--- src/msv_defs.vh ---
`ifndef MSV_DEFS_VH
`define MSV_DEFS_VH
// register word offsets (byte addresses)
`define MSV_REG_CTRL 8'h00
`define MSV_REG_ENABLE 8'h04
`define MSV_REG_MFI_CFG 8'h08
`define MSV_REG_MFI_DLY 8'h0C
`define MSV_REG_ALLOWED 8'h10
`define MSV_REG_WINDOW 8'h14
`define MSV_REG_PAUSE 8'h18
`define MSV_REG_CB_DLY 8'h1C
`define MSV_REG_STATUS 8'h20
`define MSV_REG_REMAIN 8'h24
`define MSV_REG_ACK 8'h28
// control register fields
`define MSV_CTRL_INCH 0
`define MSV_CTRL_INV_START 1
`define MSV_CTRL_INV_STOP 2
`define MSV_CTRL_EMERG_EN 3
`define MSV_CTRL_CB_CONTACT 4
`define MSV_CTRL_W 5
// enable byte per mode: local one [7:0], local two [15:8], auto [23:16]
`define MSV_EN_START_CYC 0
`define MSV_EN_STOP_CYC 1
`define MSV_EN_START_LCD 2
`define MSV_EN_STOP_LCD 3
`define MSV_EN_START_ACYC 4
`define MSV_EN_STOP_ACYC 5
`define MSV_EN_START_DI 6
`define MSV_EN_STOP_DI 7
// multifunction input functions, 4 bits per input, auto ack at bit 12+n
`define MSV_FN_OFF 4'h0
`define MSV_FN_STOP 4'h1
`define MSV_FN_TEST 4'h2
`define MSV_FN_FORCE_LOCAL2 4'h3
`define MSV_FN_EMERG 4'h4
`define MSV_FN_FAULT 4'h5
`define MSV_FN_FAULT_RUN 4'h6
`define MSV_MFI_AUTOACK 12
// reset values
`define MSV_CTRL_RST 5'h00
`define MSV_ENABLE_RST 24'hFFFFFF
`define MSV_MFI_CFG_RST 15'h0000
// operating modes
`define MSV_MODE_LOCAL1 2'h0
`define MSV_MODE_LOCAL2 2'h1
`define MSV_MODE_AUTO 2'h2
// checkback current threshold in percent of rated current
`define MSV_CB_PCT 10'h014
// timing: all delays, windows and pauses count in ticks
`define MSV_CLK_KHZ 10000
`define MSV_TICK_MS 100
`define MSV_TICK_CYC (`MSV_TICK_MS * `MSV_CLK_KHZ)
`endif

--- src/msv_mfi_chan.v ---
`include "msv_defs.vh"
// one multifunction input: delay qualifier and its own fault flag
module msv_mfi_chan #(parameter DW = 8)
(
	input wire clk_sys,
	input wire rst_n,
	input wire tick,
	input wire pinLevel,
	input wire [3:0] func,
	input wire [DW-1:0] delay,
	input wire autoAck,
	input wire motorOn,
	input wire suppress,
	input wire ackPulse,
	output wire qualified,
	output reg fault_q
);
	reg [DW-1:0] hold_q;
	wire runFn;
	wire cond;
	wire faultFn;
	assign runFn = (func == `MSV_FN_FAULT_RUN);
	// fault-while-running watches for the input missing while running
	assign cond = runFn ? (motorOn & ~pinLevel) : pinLevel; // RULE_22
	assign faultFn = (func == `MSV_FN_FAULT) | runFn;
	assign qualified = cond & (hold_q >= delay); // RULE_20

	// own delay counter, restarts whenever the condition drops
	always @(posedge clk_sys)
	begin
		if (!rst_n)
			hold_q <= {DW{1'b0}};
		else if (!cond)
			hold_q <= {DW{1'b0}};
		else if (tick && hold_q != {DW{1'b1}})
			hold_q <= hold_q + 1'b1;
	end

	// set wins over acknowledge so a fresh fault is never lost
	always @(posedge clk_sys)
	begin
		if (!rst_n)
			fault_q <= 1'b0;
		else if (faultFn && qualified && !suppress)
			fault_q <= 1'b1; // RULE_21
		else if (ackPulse || (autoAck && !cond) || !faultFn)
			fault_q <= 1'b0; // RULE_21
	end
endmodule

--- src/msv_start_slot.v ---
// one remembered start, aged in ticks until it leaves the window
module msv_start_slot #(parameter AW = 16)
(
	input wire clk_sys,
	input wire rst_n,
	input wire tick,
	input wire load,
	input wire [AW-1:0] window,
	output reg used_q
);
	reg [AW-1:0] age_q;

	always @(posedge clk_sys)
	begin
		if (!rst_n)
		begin
			used_q <= 1'b0;
			age_q <= {AW{1'b0}};
		end
		else if (load)
		begin
			used_q <= 1'b1;
			age_q <= {AW{1'b0}};
		end
		else if (used_q && tick)
		begin
			// aged out: this start no longer counts
			if (age_q + 1'b1 >= window)
				used_q <= 1'b0; // RULE_15
			age_q <= age_q + 1'b1;
		end
	end
endmodule

--- src/msv_top.v ---
// What this block does
// RULE_01 - start inputs act on edges by default
// RULE_02 - inching runs only while DI start held
// RULE_03 - per mode start/stop enables, invert options
// RULE_04 - emergency input rise resets thermal memory
// RULE_05 - emergency input high masks input faults
// RULE_06 - bus emergency only when enabled, on rise
// RULE_07 - bus emergency bit high masks input faults
// RULE_08 - count starts inside configurable window
// RULE_09 - one start left raises prewarning
// RULE_10 - no start left: ignore, raise overrun
// RULE_11 - pause after stop blocks starts, shown
// RULE_12 - zero count and window: pause only
// RULE_13 - count and window set: limit plus pause
// RULE_14 - all zero or partial: limiter inactive
// RULE_15 - old starts age out of window
// RULE_16 - current must exceed threshold after on
// RULE_17 - current must reach zero after off
// RULE_18 - contact checkback read on first input
// RULE_19 - stop, forward, reverse DI; stop always works (the DI stop here acts only while the mode's MSV_EN_STOP_DI bit is set)
// RULE_20 - per input delay, non-fault functions ORed
// RULE_21 - fault input owns flag, optional auto ack
// RULE_22 - fault when input missing while running
// RULE_23 - used inputs leave multifunction, raw kept
// RULE_24 - mode: bus fault, force local, autobit
//
// Added by the designer: the strobed register port and the address map.
`include "msv_defs.vh"
module msv_top #(
	parameter TICK_CYC = `MSV_TICK_CYC,
	parameter MAX_STARTS = 8,
	parameter REVERSING = 0
)
(
	input wire clk_sys,
	input wire rst_n,
	input wire [7:0] regAddr,
	input wire [31:0] regWrData,
	input wire regWr,
	input wire regRd,
	output reg [31:0] regRdData,
	input wire [5:0] diRaw,
	input wire busFault,
	input wire autoBit,
	input wire prepEmergency,
	input wire cycStart,
	input wire cycStop,
	input wire acycStart,
	input wire acycStop,
	input wire lcdStart,
	input wire lcdStop,
	input wire [9:0] motorCurrent,
	output reg motorOn_q,
	output reg motorReverse_q,
	output reg [1:0] ctrlMode_q,
	output reg thermalReset_q,
	output reg testPosition_q,
	output reg startPrewarn_q,
	output reg startOverrun_q,
	output reg pauseActive_q,
	output reg pauseFlash_q,
	output reg [15:0] pauseRemain_q,
	output reg checkbackFail_q,
	output wire [2:0] mfiFault,
	output reg [5:0] diMonitor_q
);
	localparam CB_IDLE = 2'h0;
	localparam CB_ON = 2'h1;
	localparam CB_OFF = 2'h2;

	reg [`MSV_CTRL_W-1:0] ctrl_q;
	reg [23:0] enable_q;
	reg [14:0] mfiCfg_q;
	reg [23:0] mfiDly_q;
	reg [7:0] allowed_q;
	reg [15:0] window_q;
	reg [15:0] pause_q;
	reg [15:0] cbDelay_q;
	reg [23:0] div_q;
	reg tick_q;
	reg [5:0] startLvl_q;
	reg [2:0] mfiQual_q;
	reg prep_q;
	reg diRun_q;
	reg [1:0] cbState_q;
	reg [15:0] cbTimer_q;
	reg [2:0] mfiAck_q;
	reg [7:0] enSel;
	reg [7:0] usedCount;
	reg [MAX_STARTS-1:0] loadVec;
	reg freeFound;
	integer i;
	wire [2:0] qual;
	wire [MAX_STARTS-1:0] usedVec;
	wire [3:0] fn0;
	wire [3:0] fn1;
	wire [3:0] fn2;
	wire startPol;
	wire stopPol;
	wire fwdLvl;
	wire revLvl;
	wire diStopLvl;
	wire [5:0] startNow;
	wire [5:0] startRise;
	wire startReq;
	wire stopReq;
	wire inchStop;
	wire faultStop;
	wire limitOn;
	wire countFull;
	wire blocked;
	wire startOk;
	wire stopNow;
	wire emLvl;
	wire emRise;
	wire busEm;
	wire suppress;
	wire stopFn;
	wire testFn;
	wire forceFn;
	wire cbOnOk;
	wire cbOffOk;
	wire cbExpire;
	wire [1:0] modeNext;

	// an input used for contact checkback is taken off multifunction duty
	assign fn0 = ctrl_q[`MSV_CTRL_CB_CONTACT] ? `MSV_FN_OFF
		: mfiCfg_q[3:0]; // RULE_23
	assign fn1 = mfiCfg_q[7:4];
	assign fn2 = mfiCfg_q[11:8];

	msv_mfi_chan #(.DW(8)) u_mfi0 (
		.clk_sys(clk_sys), .rst_n(rst_n), .tick(tick_q),
		.pinLevel(diRaw[0]), .func(fn0), .delay(mfiDly_q[7:0]),
		.autoAck(mfiCfg_q[`MSV_MFI_AUTOACK]), .motorOn(motorOn_q),
		.suppress(suppress), .ackPulse(mfiAck_q[0]),
		.qualified(qual[0]), .fault_q(mfiFault[0]));
	msv_mfi_chan #(.DW(8)) u_mfi1 (
		.clk_sys(clk_sys), .rst_n(rst_n), .tick(tick_q),
		.pinLevel(diRaw[1]), .func(fn1), .delay(mfiDly_q[15:8]),
		.autoAck(mfiCfg_q[`MSV_MFI_AUTOACK+1]), .motorOn(motorOn_q),
		.suppress(suppress), .ackPulse(mfiAck_q[1]),
		.qualified(qual[1]), .fault_q(mfiFault[1]));
	msv_mfi_chan #(.DW(8)) u_mfi2 (
		.clk_sys(clk_sys), .rst_n(rst_n), .tick(tick_q),
		.pinLevel(diRaw[2]), .func(fn2), .delay(mfiDly_q[23:16]),
		.autoAck(mfiCfg_q[`MSV_MFI_AUTOACK+2]), .motorOn(motorOn_q),
		.suppress(suppress), .ackPulse(mfiAck_q[2]),
		.qualified(qual[2]), .fault_q(mfiFault[2]));

	// non-fault functions merge; the source input is not kept
	assign stopFn = (qual[0] & fn0 == `MSV_FN_STOP)
		| (qual[1] & fn1 == `MSV_FN_STOP)
		| (qual[2] & fn2 == `MSV_FN_STOP); // RULE_20
	assign testFn = (qual[0] & fn0 == `MSV_FN_TEST)
		| (qual[1] & fn1 == `MSV_FN_TEST)
		| (qual[2] & fn2 == `MSV_FN_TEST); // RULE_20
	assign forceFn = (qual[0] & fn0 == `MSV_FN_FORCE_LOCAL2)
		| (qual[1] & fn1 == `MSV_FN_FORCE_LOCAL2)
		| (qual[2] & fn2 == `MSV_FN_FORCE_LOCAL2); // RULE_20
	assign emLvl = (qual[0] & fn0 == `MSV_FN_EMERG)
		| (qual[1] & fn1 == `MSV_FN_EMERG)
		| (qual[2] & fn2 == `MSV_FN_EMERG);
	assign emRise = |(qual & ~mfiQual_q & {fn2 == `MSV_FN_EMERG,
		fn1 == `MSV_FN_EMERG, fn0 == `MSV_FN_EMERG}); // RULE_04
	assign busEm = ctrl_q[`MSV_CTRL_EMERG_EN];
	assign suppress = emLvl | (busEm & prepEmergency); // RULE_05 RULE_07

	// bus fault first, then forced local, then autobit
	assign modeNext = busFault ? `MSV_MODE_LOCAL1
		: forceFn ? `MSV_MODE_LOCAL2
		: autoBit ? `MSV_MODE_AUTO : `MSV_MODE_LOCAL1; // RULE_24

	// enable byte of the mode in force
	always @*
	begin
		if (ctrlMode_q == `MSV_MODE_LOCAL2)
			enSel = enable_q[15:8]; // RULE_03
		else if (ctrlMode_q == `MSV_MODE_AUTO)
			enSel = enable_q[23:16]; // RULE_03
		else
			enSel = enable_q[7:0]; // RULE_03
	end

	// local inputs: bit 5 stop, bit 4 forward, bit 3 reverse
	assign startPol = ctrl_q[`MSV_CTRL_INV_START];
	assign stopPol = ctrl_q[`MSV_CTRL_INV_STOP];
	assign fwdLvl = diRaw[4] ^ startPol; // RULE_19 RULE_03
	assign revLvl = (REVERSING != 0) & (diRaw[3] ^ startPol); // RULE_19
	assign diStopLvl = diRaw[5] ^ stopPol; // RULE_19 RULE_03
	assign startNow = {revLvl & enSel[`MSV_EN_START_DI],
		fwdLvl & enSel[`MSV_EN_START_DI],
		cycStart & enSel[`MSV_EN_START_CYC],
		acycStart & enSel[`MSV_EN_START_ACYC],
		lcdStart & enSel[`MSV_EN_START_LCD], 1'b0};
	assign startRise = startNow & ~startLvl_q; // RULE_01
	assign startReq = |startRise;
	assign stopReq = (diStopLvl & enSel[`MSV_EN_STOP_DI])
		| (cycStop & enSel[`MSV_EN_STOP_CYC])
		| (acycStop & enSel[`MSV_EN_STOP_ACYC])
		| (lcdStop & enSel[`MSV_EN_STOP_LCD]) | stopFn; // RULE_19

	// inching drops the motor as soon as the DI start level goes
	assign inchStop = ctrl_q[`MSV_CTRL_INCH] & diRun_q
		& ~(motorReverse_q ? startNow[5] : startNow[4]); // RULE_02
	assign faultStop = (|mfiFault) | checkbackFail_q | cbExpire;

	// window limit only with both count and window set
	assign limitOn = (allowed_q != 8'h00) & (window_q != 16'h0000);
	assign countFull = usedCount >= allowed_q; // RULE_10
	assign blocked = pauseActive_q | (limitOn & countFull); // RULE_11
	assign stopNow = stopReq | inchStop | faultStop;
	assign startOk = startReq & ~motorOn_q & ~stopNow & ~blocked;

	// count slots still inside the window; load the first free one
	always @*
	begin
		usedCount = 8'h00;
		loadVec = {MAX_STARTS{1'b0}};
		freeFound = 1'b0;
		for (i = 0; i < MAX_STARTS; i = i + 1)
		begin
			usedCount = usedCount + {7'h00, usedVec[i]}; // RULE_08
			if (!usedVec[i] && !freeFound)
			begin
				freeFound = 1'b1;
				loadVec[i] = startOk & limitOn; // RULE_13 RULE_14
			end
		end
	end

	genvar g;
	generate
		for (g = 0; g < MAX_STARTS; g = g + 1)
		begin : gSlot
			msv_start_slot #(.AW(16)) u_slot (
				.clk_sys(clk_sys), .rst_n(rst_n), .tick(tick_q),
				.load(loadVec[g]), .window(window_q),
				.used_q(usedVec[g]));
		end
	endgenerate

	// tick divider: every time base counts in ticks
	always @(posedge clk_sys)
	begin
		if (!rst_n)
		begin
			div_q <= 24'h000000;
			tick_q <= 1'b0;
		end
		else if (div_q == TICK_CYC[23:0] - 24'h000001)
		begin
			div_q <= 24'h000000;
			tick_q <= 1'b1;
		end
		else
		begin
			div_q <= div_q + 24'h000001;
			tick_q <= 1'b0;
		end
	end

	// motor state, edge history and event outputs
	always @(posedge clk_sys)
	begin
		if (!rst_n)
		begin
			motorOn_q <= 1'b0;
			motorReverse_q <= 1'b0;
			diRun_q <= 1'b0;
			ctrlMode_q <= `MSV_MODE_LOCAL1;
			startLvl_q <= 6'h00;
			mfiQual_q <= 3'h0;
			prep_q <= 1'b0;
			thermalReset_q <= 1'b0;
			testPosition_q <= 1'b0;
			startPrewarn_q <= 1'b0;
			startOverrun_q <= 1'b0;
			diMonitor_q <= 6'h00;
		end
		else
		begin
			if (stopNow)
				motorOn_q <= 1'b0; // RULE_19
			else if (startOk)
			begin
				motorOn_q <= 1'b1;
				motorReverse_q <= startRise[5];
				diRun_q <= startRise[5] | startRise[4];
			end
			ctrlMode_q <= modeNext;
			startLvl_q <= startNow;
			mfiQual_q <= qual;
			prep_q <= prepEmergency;
			thermalReset_q <= emRise
				| (busEm & prepEmergency & ~prep_q); // RULE_04 RULE_06
			testPosition_q <= testFn;
			startPrewarn_q <= limitOn
				& (usedCount + 8'h01 == allowed_q); // RULE_09
			startOverrun_q <= startReq & ~motorOn_q & limitOn
				& countFull; // RULE_10
			diMonitor_q <= diRaw; // RULE_23
		end
	end

	// pause after stop; the flash bit toggles once per tick
	always @(posedge clk_sys)
	begin
		if (!rst_n)
		begin
			pauseRemain_q <= 16'h0000;
			pauseActive_q <= 1'b0;
			pauseFlash_q <= 1'b0;
		end
		else if (motorOn_q && stopNow && pause_q != 16'h0000)
		begin
			pauseRemain_q <= pause_q; // RULE_11 RULE_12
			pauseActive_q <= 1'b1;
		end
		else if (pauseActive_q && tick_q)
		begin
			pauseRemain_q <= pauseRemain_q - 16'h0001;
			pauseActive_q <= (pauseRemain_q != 16'h0001);
			pauseFlash_q <= ~pauseFlash_q & (pauseRemain_q != 16'h0001);
		end
	end

	// checkback by current or by the auxiliary contact on input bit 0
	assign cbOnOk = ctrl_q[`MSV_CTRL_CB_CONTACT] ? diRaw[0]
		: (motorCurrent > `MSV_CB_PCT); // RULE_16 RULE_18
	assign cbOffOk = ctrl_q[`MSV_CTRL_CB_CONTACT] ? ~diRaw[0]
		: (motorCurrent == 10'h000); // RULE_17 RULE_18
	assign cbExpire = (cbState_q == CB_ON) & tick_q & ~cbOnOk
		& (cbTimer_q == 16'h0000);

	always @(posedge clk_sys)
	begin
		if (!rst_n)
		begin
			cbState_q <= CB_IDLE;
			cbTimer_q <= 16'h0000;
			checkbackFail_q <= 1'b0;
		end
		else
		begin
			case (cbState_q)
			CB_IDLE:
				if (startOk)
				begin
					cbState_q <= CB_ON;
					cbTimer_q <= cbDelay_q;
				end
			CB_ON:
				if (!motorOn_q || cbOnOk)
					cbState_q <= motorOn_q ? CB_IDLE : CB_OFF;
				else if (tick_q)
				begin
					if (cbTimer_q == 16'h0000)
						cbState_q <= CB_IDLE;
					else
						cbTimer_q <= cbTimer_q - 16'h0001;
				end
			default:
				if (cbOffOk)
					cbState_q <= CB_IDLE;
				else if (tick_q)
				begin
					if (cbTimer_q == 16'h0000)
						cbState_q <= CB_IDLE;
					else
						cbTimer_q <= cbTimer_q - 16'h0001;
				end
			endcase
			// a new failure wins over a same-cycle acknowledge
			if (cbExpire || ((cbState_q == CB_OFF) && tick_q
				&& !cbOffOk && cbTimer_q == 16'h0000))
				checkbackFail_q <= 1'b1; // RULE_16 RULE_17
			else if (regWr && regAddr == `MSV_REG_ACK && regWrData[0])
				checkbackFail_q <= 1'b0;
			if (motorOn_q && stopNow && cbState_q != CB_ON)
			begin
				cbState_q <= CB_OFF;
				cbTimer_q <= cbDelay_q;
			end
		end
	end

	// register writes; acknowledge bits are one-cycle pulses
	always @(posedge clk_sys)
	begin
		if (!rst_n)
		begin
			ctrl_q <= `MSV_CTRL_RST;
			enable_q <= `MSV_ENABLE_RST;
			mfiCfg_q <= `MSV_MFI_CFG_RST;
			mfiDly_q <= 24'h000000;
			allowed_q <= 8'h00;
			window_q <= 16'h0000;
			pause_q <= 16'h0000;
			cbDelay_q <= 16'h0000;
			mfiAck_q <= 3'h0;
		end
		else
		begin
			mfiAck_q <= 3'h0;
			if (regWr)
			begin
				if (regAddr == `MSV_REG_CTRL)
					ctrl_q <= regWrData[`MSV_CTRL_W-1:0]; // RULE_03
				else if (regAddr == `MSV_REG_ENABLE)
					enable_q <= regWrData[23:0]; // RULE_03
				else if (regAddr == `MSV_REG_MFI_CFG)
					mfiCfg_q <= regWrData[14:0];
				else if (regAddr == `MSV_REG_MFI_DLY)
					mfiDly_q <= regWrData[23:0];
				else if (regAddr == `MSV_REG_ALLOWED)
					allowed_q <= regWrData[7:0]; // RULE_08
				else if (regAddr == `MSV_REG_WINDOW)
					window_q <= regWrData[15:0]; // RULE_08
				else if (regAddr == `MSV_REG_PAUSE)
					pause_q <= regWrData[15:0];
				else if (regAddr == `MSV_REG_CB_DLY)
					cbDelay_q <= regWrData[15:0];
				else if (regAddr == `MSV_REG_ACK)
					mfiAck_q <= regWrData[3:1];
			end
		end
	end

	// read data stands only in the cycle after the strobe
	always @(posedge clk_sys)
	begin
		if (!rst_n || !regRd)
			regRdData <= 32'h00000000;
		else if (regAddr == `MSV_REG_CTRL)
			regRdData <= {27'h0000000, ctrl_q};
		else if (regAddr == `MSV_REG_ENABLE)
			regRdData <= {8'h00, enable_q};
		else if (regAddr == `MSV_REG_MFI_CFG)
			regRdData <= {17'h00000, mfiCfg_q};
		else if (regAddr == `MSV_REG_MFI_DLY)
			regRdData <= {8'h00, mfiDly_q};
		else if (regAddr == `MSV_REG_ALLOWED)
			regRdData <= {24'h000000, allowed_q};
		else if (regAddr == `MSV_REG_WINDOW)
			regRdData <= {16'h0000, window_q};
		else if (regAddr == `MSV_REG_PAUSE)
			regRdData <= {16'h0000, pause_q};
		else if (regAddr == `MSV_REG_CB_DLY)
			regRdData <= {16'h0000, cbDelay_q};
		else if (regAddr == `MSV_REG_STATUS)
			regRdData <= {usedCount, 2'h0, diMonitor_q, 5'h00,
				mfiFault, checkbackFail_q, pauseActive_q,
				startPrewarn_q, testPosition_q, ctrlMode_q,
				motorReverse_q, motorOn_q};
		else if (regAddr == `MSV_REG_REMAIN)
			regRdData <= {16'h0000, pauseRemain_q}; // RULE_11
		else
			regRdData <= 32'h00000000;
	end
endmodule

--- config.mk ---
export PLATFORM = sky130hd
export DESIGN_NAME = msv_top
export DESIGN_NICKNAME = d
export VERILOG_FILES = /design/src/msv_mfi_chan.v /design/src/msv_start_slot.v /design/src/msv_top.v
export VERILOG_INCLUDE_DIRS = /design/src
export SDC_FILE = /design/constraint.sdc
export NUM_CORES = 1
export LEC_CHECK = 0
export BUFFER_PORTS_ARGS = -buffer_cell sky130_fd_sc_hd__clkbuf_2
export CAP_MARGIN = 0
export CORE_ASPECT_RATIO = 1.2
export CORE_UTILIZATION = 45
export DETAILED_ROUTE_END_ITERATION = 8
export PLACE_DENSITY_LB_ADDON = 0.2
export RECOVER_POWER = 50
export SLEW_MARGIN = 15
export SYNTH_ARGS = -nofsm -noshare
export SYNTH_HDL_FRONTEND = slang
export SYNTH_HIERARCHICAL = 1
export SYNTH_SLANG_ARGS = --single-unit
export TNS_END_PERCENT = 1
--- constraint.sdc ---
create_clock -name clk_sys -period 11.23 [get_ports clk_sys]
set_clock_uncertainty 0.15 [all_clocks]
set_input_delay 0.5615 -clock clk_sys [delete_from_list [all_inputs] [get_ports clk_sys]]
set_output_delay 0.5615 -clock clk_sys [all_outputs]
set_load 0.005 [all_outputs]
==> metrics list <==
- The flow ran to the end, but the final reports show violations.
* Violated checks: max-capacitance violations, max-slew violations
* Library cells used by synthesis: 81
- For the worst-skew pair, the clock arrives at the later sink with an insertion delay of 0.61 ns.
* Synth Instances: 3,045
- Dividing total power by cell area gives a power density of 115 nW/um^2.
* CP most frequent cell: clkbuf_1
* Type of the worst min-delay path: in -> reg
- The total count of max-transition violations in the final report came to 189.
- Final net count: 3,346
- The finished layout holds 3,838 standard cells, fillers aside.
- The number of clock buffers added by TritonCTS is 46.
- From left edge to right edge, the die measures 213 um.
- Of all cell types, the one taking the most synthesized area is dfxtp_1.
- Counting tap cells, the placed design contains a total of 3,752 instances.
- The final route contains 22.5k vias.
- Area of placed instances: 25,100 um^2
- Total negative setup slack: 0 ns
- Pin placement for this block handled 137 I/O pins.
- Depth of the worst register-to-register path: 22
- I/O Buffers: 123
- Critical Path Fanout Max: 72
* Chip height: 255 um
- For this run, the number of Yosys warnings is 6.
- In the final layout, the share of cells above drive strength 1 is 0.0747.
- Clock-pin slew was measured on the worst setup and hold paths at 0.06 ns.
- Final HPWL DP: 54,000 um
* DRC: 0
* Primary flip-flop cell chosen by synthesis mapping: dfxtp_1
- Clock tree from TritonCTS: yes
- The worst hold path begins at autoBit.
* Leakage: 9.83 nW
- DRC violation total after the first TritonRoute iteration: 1,835
- Worst R2R End: gSlot[7].u_slot/age_q[9]
- CTS Root Cell: clkbuf_16
- With fillers left out, the area of the finished cells amounts to 26,500 um^2.
- For this configuration, the core starts out at a cell density of 0.456.
- After floorplanning, the core was divided into 92 placement rows.
* Overall routed net length: 75,500 um
- Total track usage: 0.276
- Setup-failing EPs final: 0
* Max clock buf depth: 3
* Total standard cell area after synthesis: 24,100 um^2
- Timing would allow up to 0.139 GHz.
- In the finished design, the share of the clock period the worst path needs comes to 0.639.
- Total global routing overflow: 0
* IR Drop Worst-Case VDD: 0.0952 mV
- The core region is 52,700 um^2.
* Number of enable flip-flop cells after synthesis: 0
- Entering global routing, the biggest net connects 73 pins.
- Worst hold stages: 3
- Global-route wire length before repair: 117,000 um
- After detailed routing, the average wire length per cell comes to 19.7 um.
- STA classifies the critical path endpoint as a register.
* H-tree depth: 2
- Headroom to the max-slew limit came out at -0.988.
- The worst register-to-register path begins at gSlot[3].u_slot/used_q.
- The die covers 54,400 um^2.
* Start-to-end type of the worst setup path: in -> reg
- Counting both buffers and inverters, the worst setup path holds a total of 4.
* Number of violations of the max-capacitance limit: 3
- Top Family by Delay on Critical Path: buffers and inverters
* Cell types with the largest area share after synthesis: dfxtp_1 33%, ha_1 9.2%, nand2_1 5.9%
- Maximum cell stage delay along the critical path: 2.58 ns
- At the worst endpoint, the required time is 11.61 ns.
- Of the synthesized area, sequential elements account for 0.334.
* Last weighted congestion value of the routability-driven placer: 0.996
* Clock sink count: 402
- Antenna violations before repair: 2
- From synthesis to final layout, the design area changed by 10.2%.
- Startpoint type of the worst setup path: input pin
- Final critical-path required period: 7.17 ns
- The share of synthesized area in the top cell type comes to 0.334.
* Vias per Instance: 5.85
- Number of synthesized register bits: 402
* Mapped Avg Cell Area: 7.90 um^2
* Number of setup buffers added after CTS: 0
* Final antenna-violating net count: 0
- Setup slack on the worst reg-to-reg path comes out at 4.11 ns.
- The via count of the first global-routing pass is 21.0k.
- Setup repair after global routing missed its margin: no
* Hold path endpoint: ctrlMode_q[1]
- In the synthesized netlist the async set-or-reset flop fraction comes to 0.
* Cells traversed along the worst timing path: clkbuf_1 -> clkbuf_1 -> clkinvlp_2 -> clkbuf_1 -> a31oi_1 -> o311ai_0 -> mux2i_1
- Critical path's slowest cell: clkinvlp_2
* Arrival time of data at the critical path endpoint: 7.55 ns
- Number of hold violations in the final report: 0
* Pre-Repair DR Iteration Count: 7
- For the pin with the worst max-slew slack, the measured transition is 2.98 ns.
[worst min-delay path: cells and delay by family]
kind          cells  cell delay (ns)
buf+inv           2             0.12
simple gates      1             0.04
[per-layer routing]
metal | track usage | up-vias | share of wire
met5 | 0 | - | 0.00017
met4 | 0.121 | 2 | 0.045
met3 | 0.0427 | 198 | 0.070
met2 | 0.466 | 779 | 0.47
met1 | 0.345 | 10685 | 0.42
li1 | - | 10791 | -
[where the power goes]
group          switching [mW]  internal (mW)
combinational          0.0792         0.0283
clock                   0.640          0.864
sequential            0.00509           1.43
[placed cells by master (no fill, tap or decap), drive strengths merged, types with 20 or more instances in the layout]
| cell type | count |
|---|---|
| o22ai | 20 |
| and2 | 21 |
| nor2b | 21 |
| nor4 | 67 |
| or4 | 32 |
| nor3 | 76 |
| clkbuf | 195 |
| mux2i | 30 |
| o21ai | 68 |
| nand2b | 25 |
| ha | 177 |
| buf | 20 |
| nand2 | 375 |
| a211o | 20 |
| nand3 | 137 |
| nand4 | 70 |
| inv | 251 |
| a211oi | 31 |
| nor2 | 290 |
| a221oi | 22 |
| xor2 | 89 |
| or3 | 38 |
| a21oi | 237 |
| dfxtp | 402 |
| xnor2 | 137 |
| o31ai | 25 |
[how the worst max path moves through the flow]
stage               cells past startpoint                    from  slack [ns]                        to
floorplan                              23  gSlot[0].u_slot/used_q        5.31  gSlot[7].u_slot/age_q[0]
global placement                       22  gSlot[3].u_slot/used_q        4.28  gSlot[7].u_slot/age_q[9]
detailed placement                     22  gSlot[3].u_slot/used_q        4.15  gSlot[7].u_slot/age_q[9]
CTS                                    22  gSlot[3].u_slot/used_q        4.13  gSlot[7].u_slot/age_q[9]
global route                            7                   rst_n        3.46              cbTimer_q[1]
finish                                  7                   rst_n        4.06              cbTimer_q[1]
[final cells by class]
cell class	count	area [um^2]
tap	705	882
sequential	402	8050
clock inverter	16	144
fill	5183	26200
clock buffer	68	1360
multi-input combinational	2249	14400
antenna	1	2.50
timing repair buffer	148	728
inverter	249	936
[state kept, by name (all words and copies together), names as in the netlist, 6 cells and up]
register,cells
mfiCfg_q,15
window_q,16
gSlot.u_slot/age_q,128
div_q,24
u_mfi2/hold_q,8
mfiDly_q,24
enable_q,24
u_mfi1/hold_q,8
regRdData,28
diMonitor_q,6
gSlot.u_slot/used_q,8
u_mfi0/hold_q,8
pauseRemain_q,16
allowed_q,8
cbTimer_q,16
pause_q,16
cbDelay_q,16
[logic make-up after synthesis]
family,after synthesis,synth area share
AOI/OAI and AO/OA,591,0.163
xor gates and xnor gates,226,0.0823
adders and majority gates,181,0.0954
buffers and inverters,398,0.0665
DFF,402,0.334
muxes,33,0.0139
other,1,0.000156
and+or+nand+nor,1213,0.244
[per-stage QoR]
stage / util / setup slack (ns) / total power, mW / hold slack, ns
after floorplan: - / 5.31 / 1.53 / 0.280
after global placement: 0.476 / 4.28 / 1.57 / 0.302
after detailed placement: 0.476 / 4.15 / 1.57 / 0.302
after CTS: 0.505 / 4.13 / 3.07 / 0.000494
after global routing: 0.503 / 3.46 / 3.14 / 0.0266
final: 0.503 / 4.06 / 3.05 / 0.0114
[cell usage after synthesis (9+ instances only)]
library cell  number
a31o_2            16
nand2_1          375
a211o_1           17
o2111ai_1          9
or3_1             37
buf_2             16
a22oi_1           16
buf_1             12
inv_1            248
or4_1             30
xnor2_1          137
clkbuf_1         106
and3_1            16
o22ai_1           12
mux2i_1           30
o311a_1            9
a221oi_1          22
or2_2             13
nand2b_1          25
o31ai_1           25
xor2_1            89
a21o_1            11
a22o_1            13
nor3b_1            9
ha_1             177
nor3_1            73
nor2_1           290
nor4_1            66
o211ai_1          13
nor2b_1           21
a31oi_1           19
o21ai_0           64
a21oi_1          236
a222oi_1          11
nand3_1          137
a211oi_1          25
dfxtp_1          402
and2_1            21
nand4_1           62
[timing repair]
item | 4_1_cts | 5_1_grt
hold buffers | 1 | 0
endpoints found under the hold margin | 2 | 0
gates resized for setup | 0 | 0
Note: power is estimated with default switching activity, not from simulation.
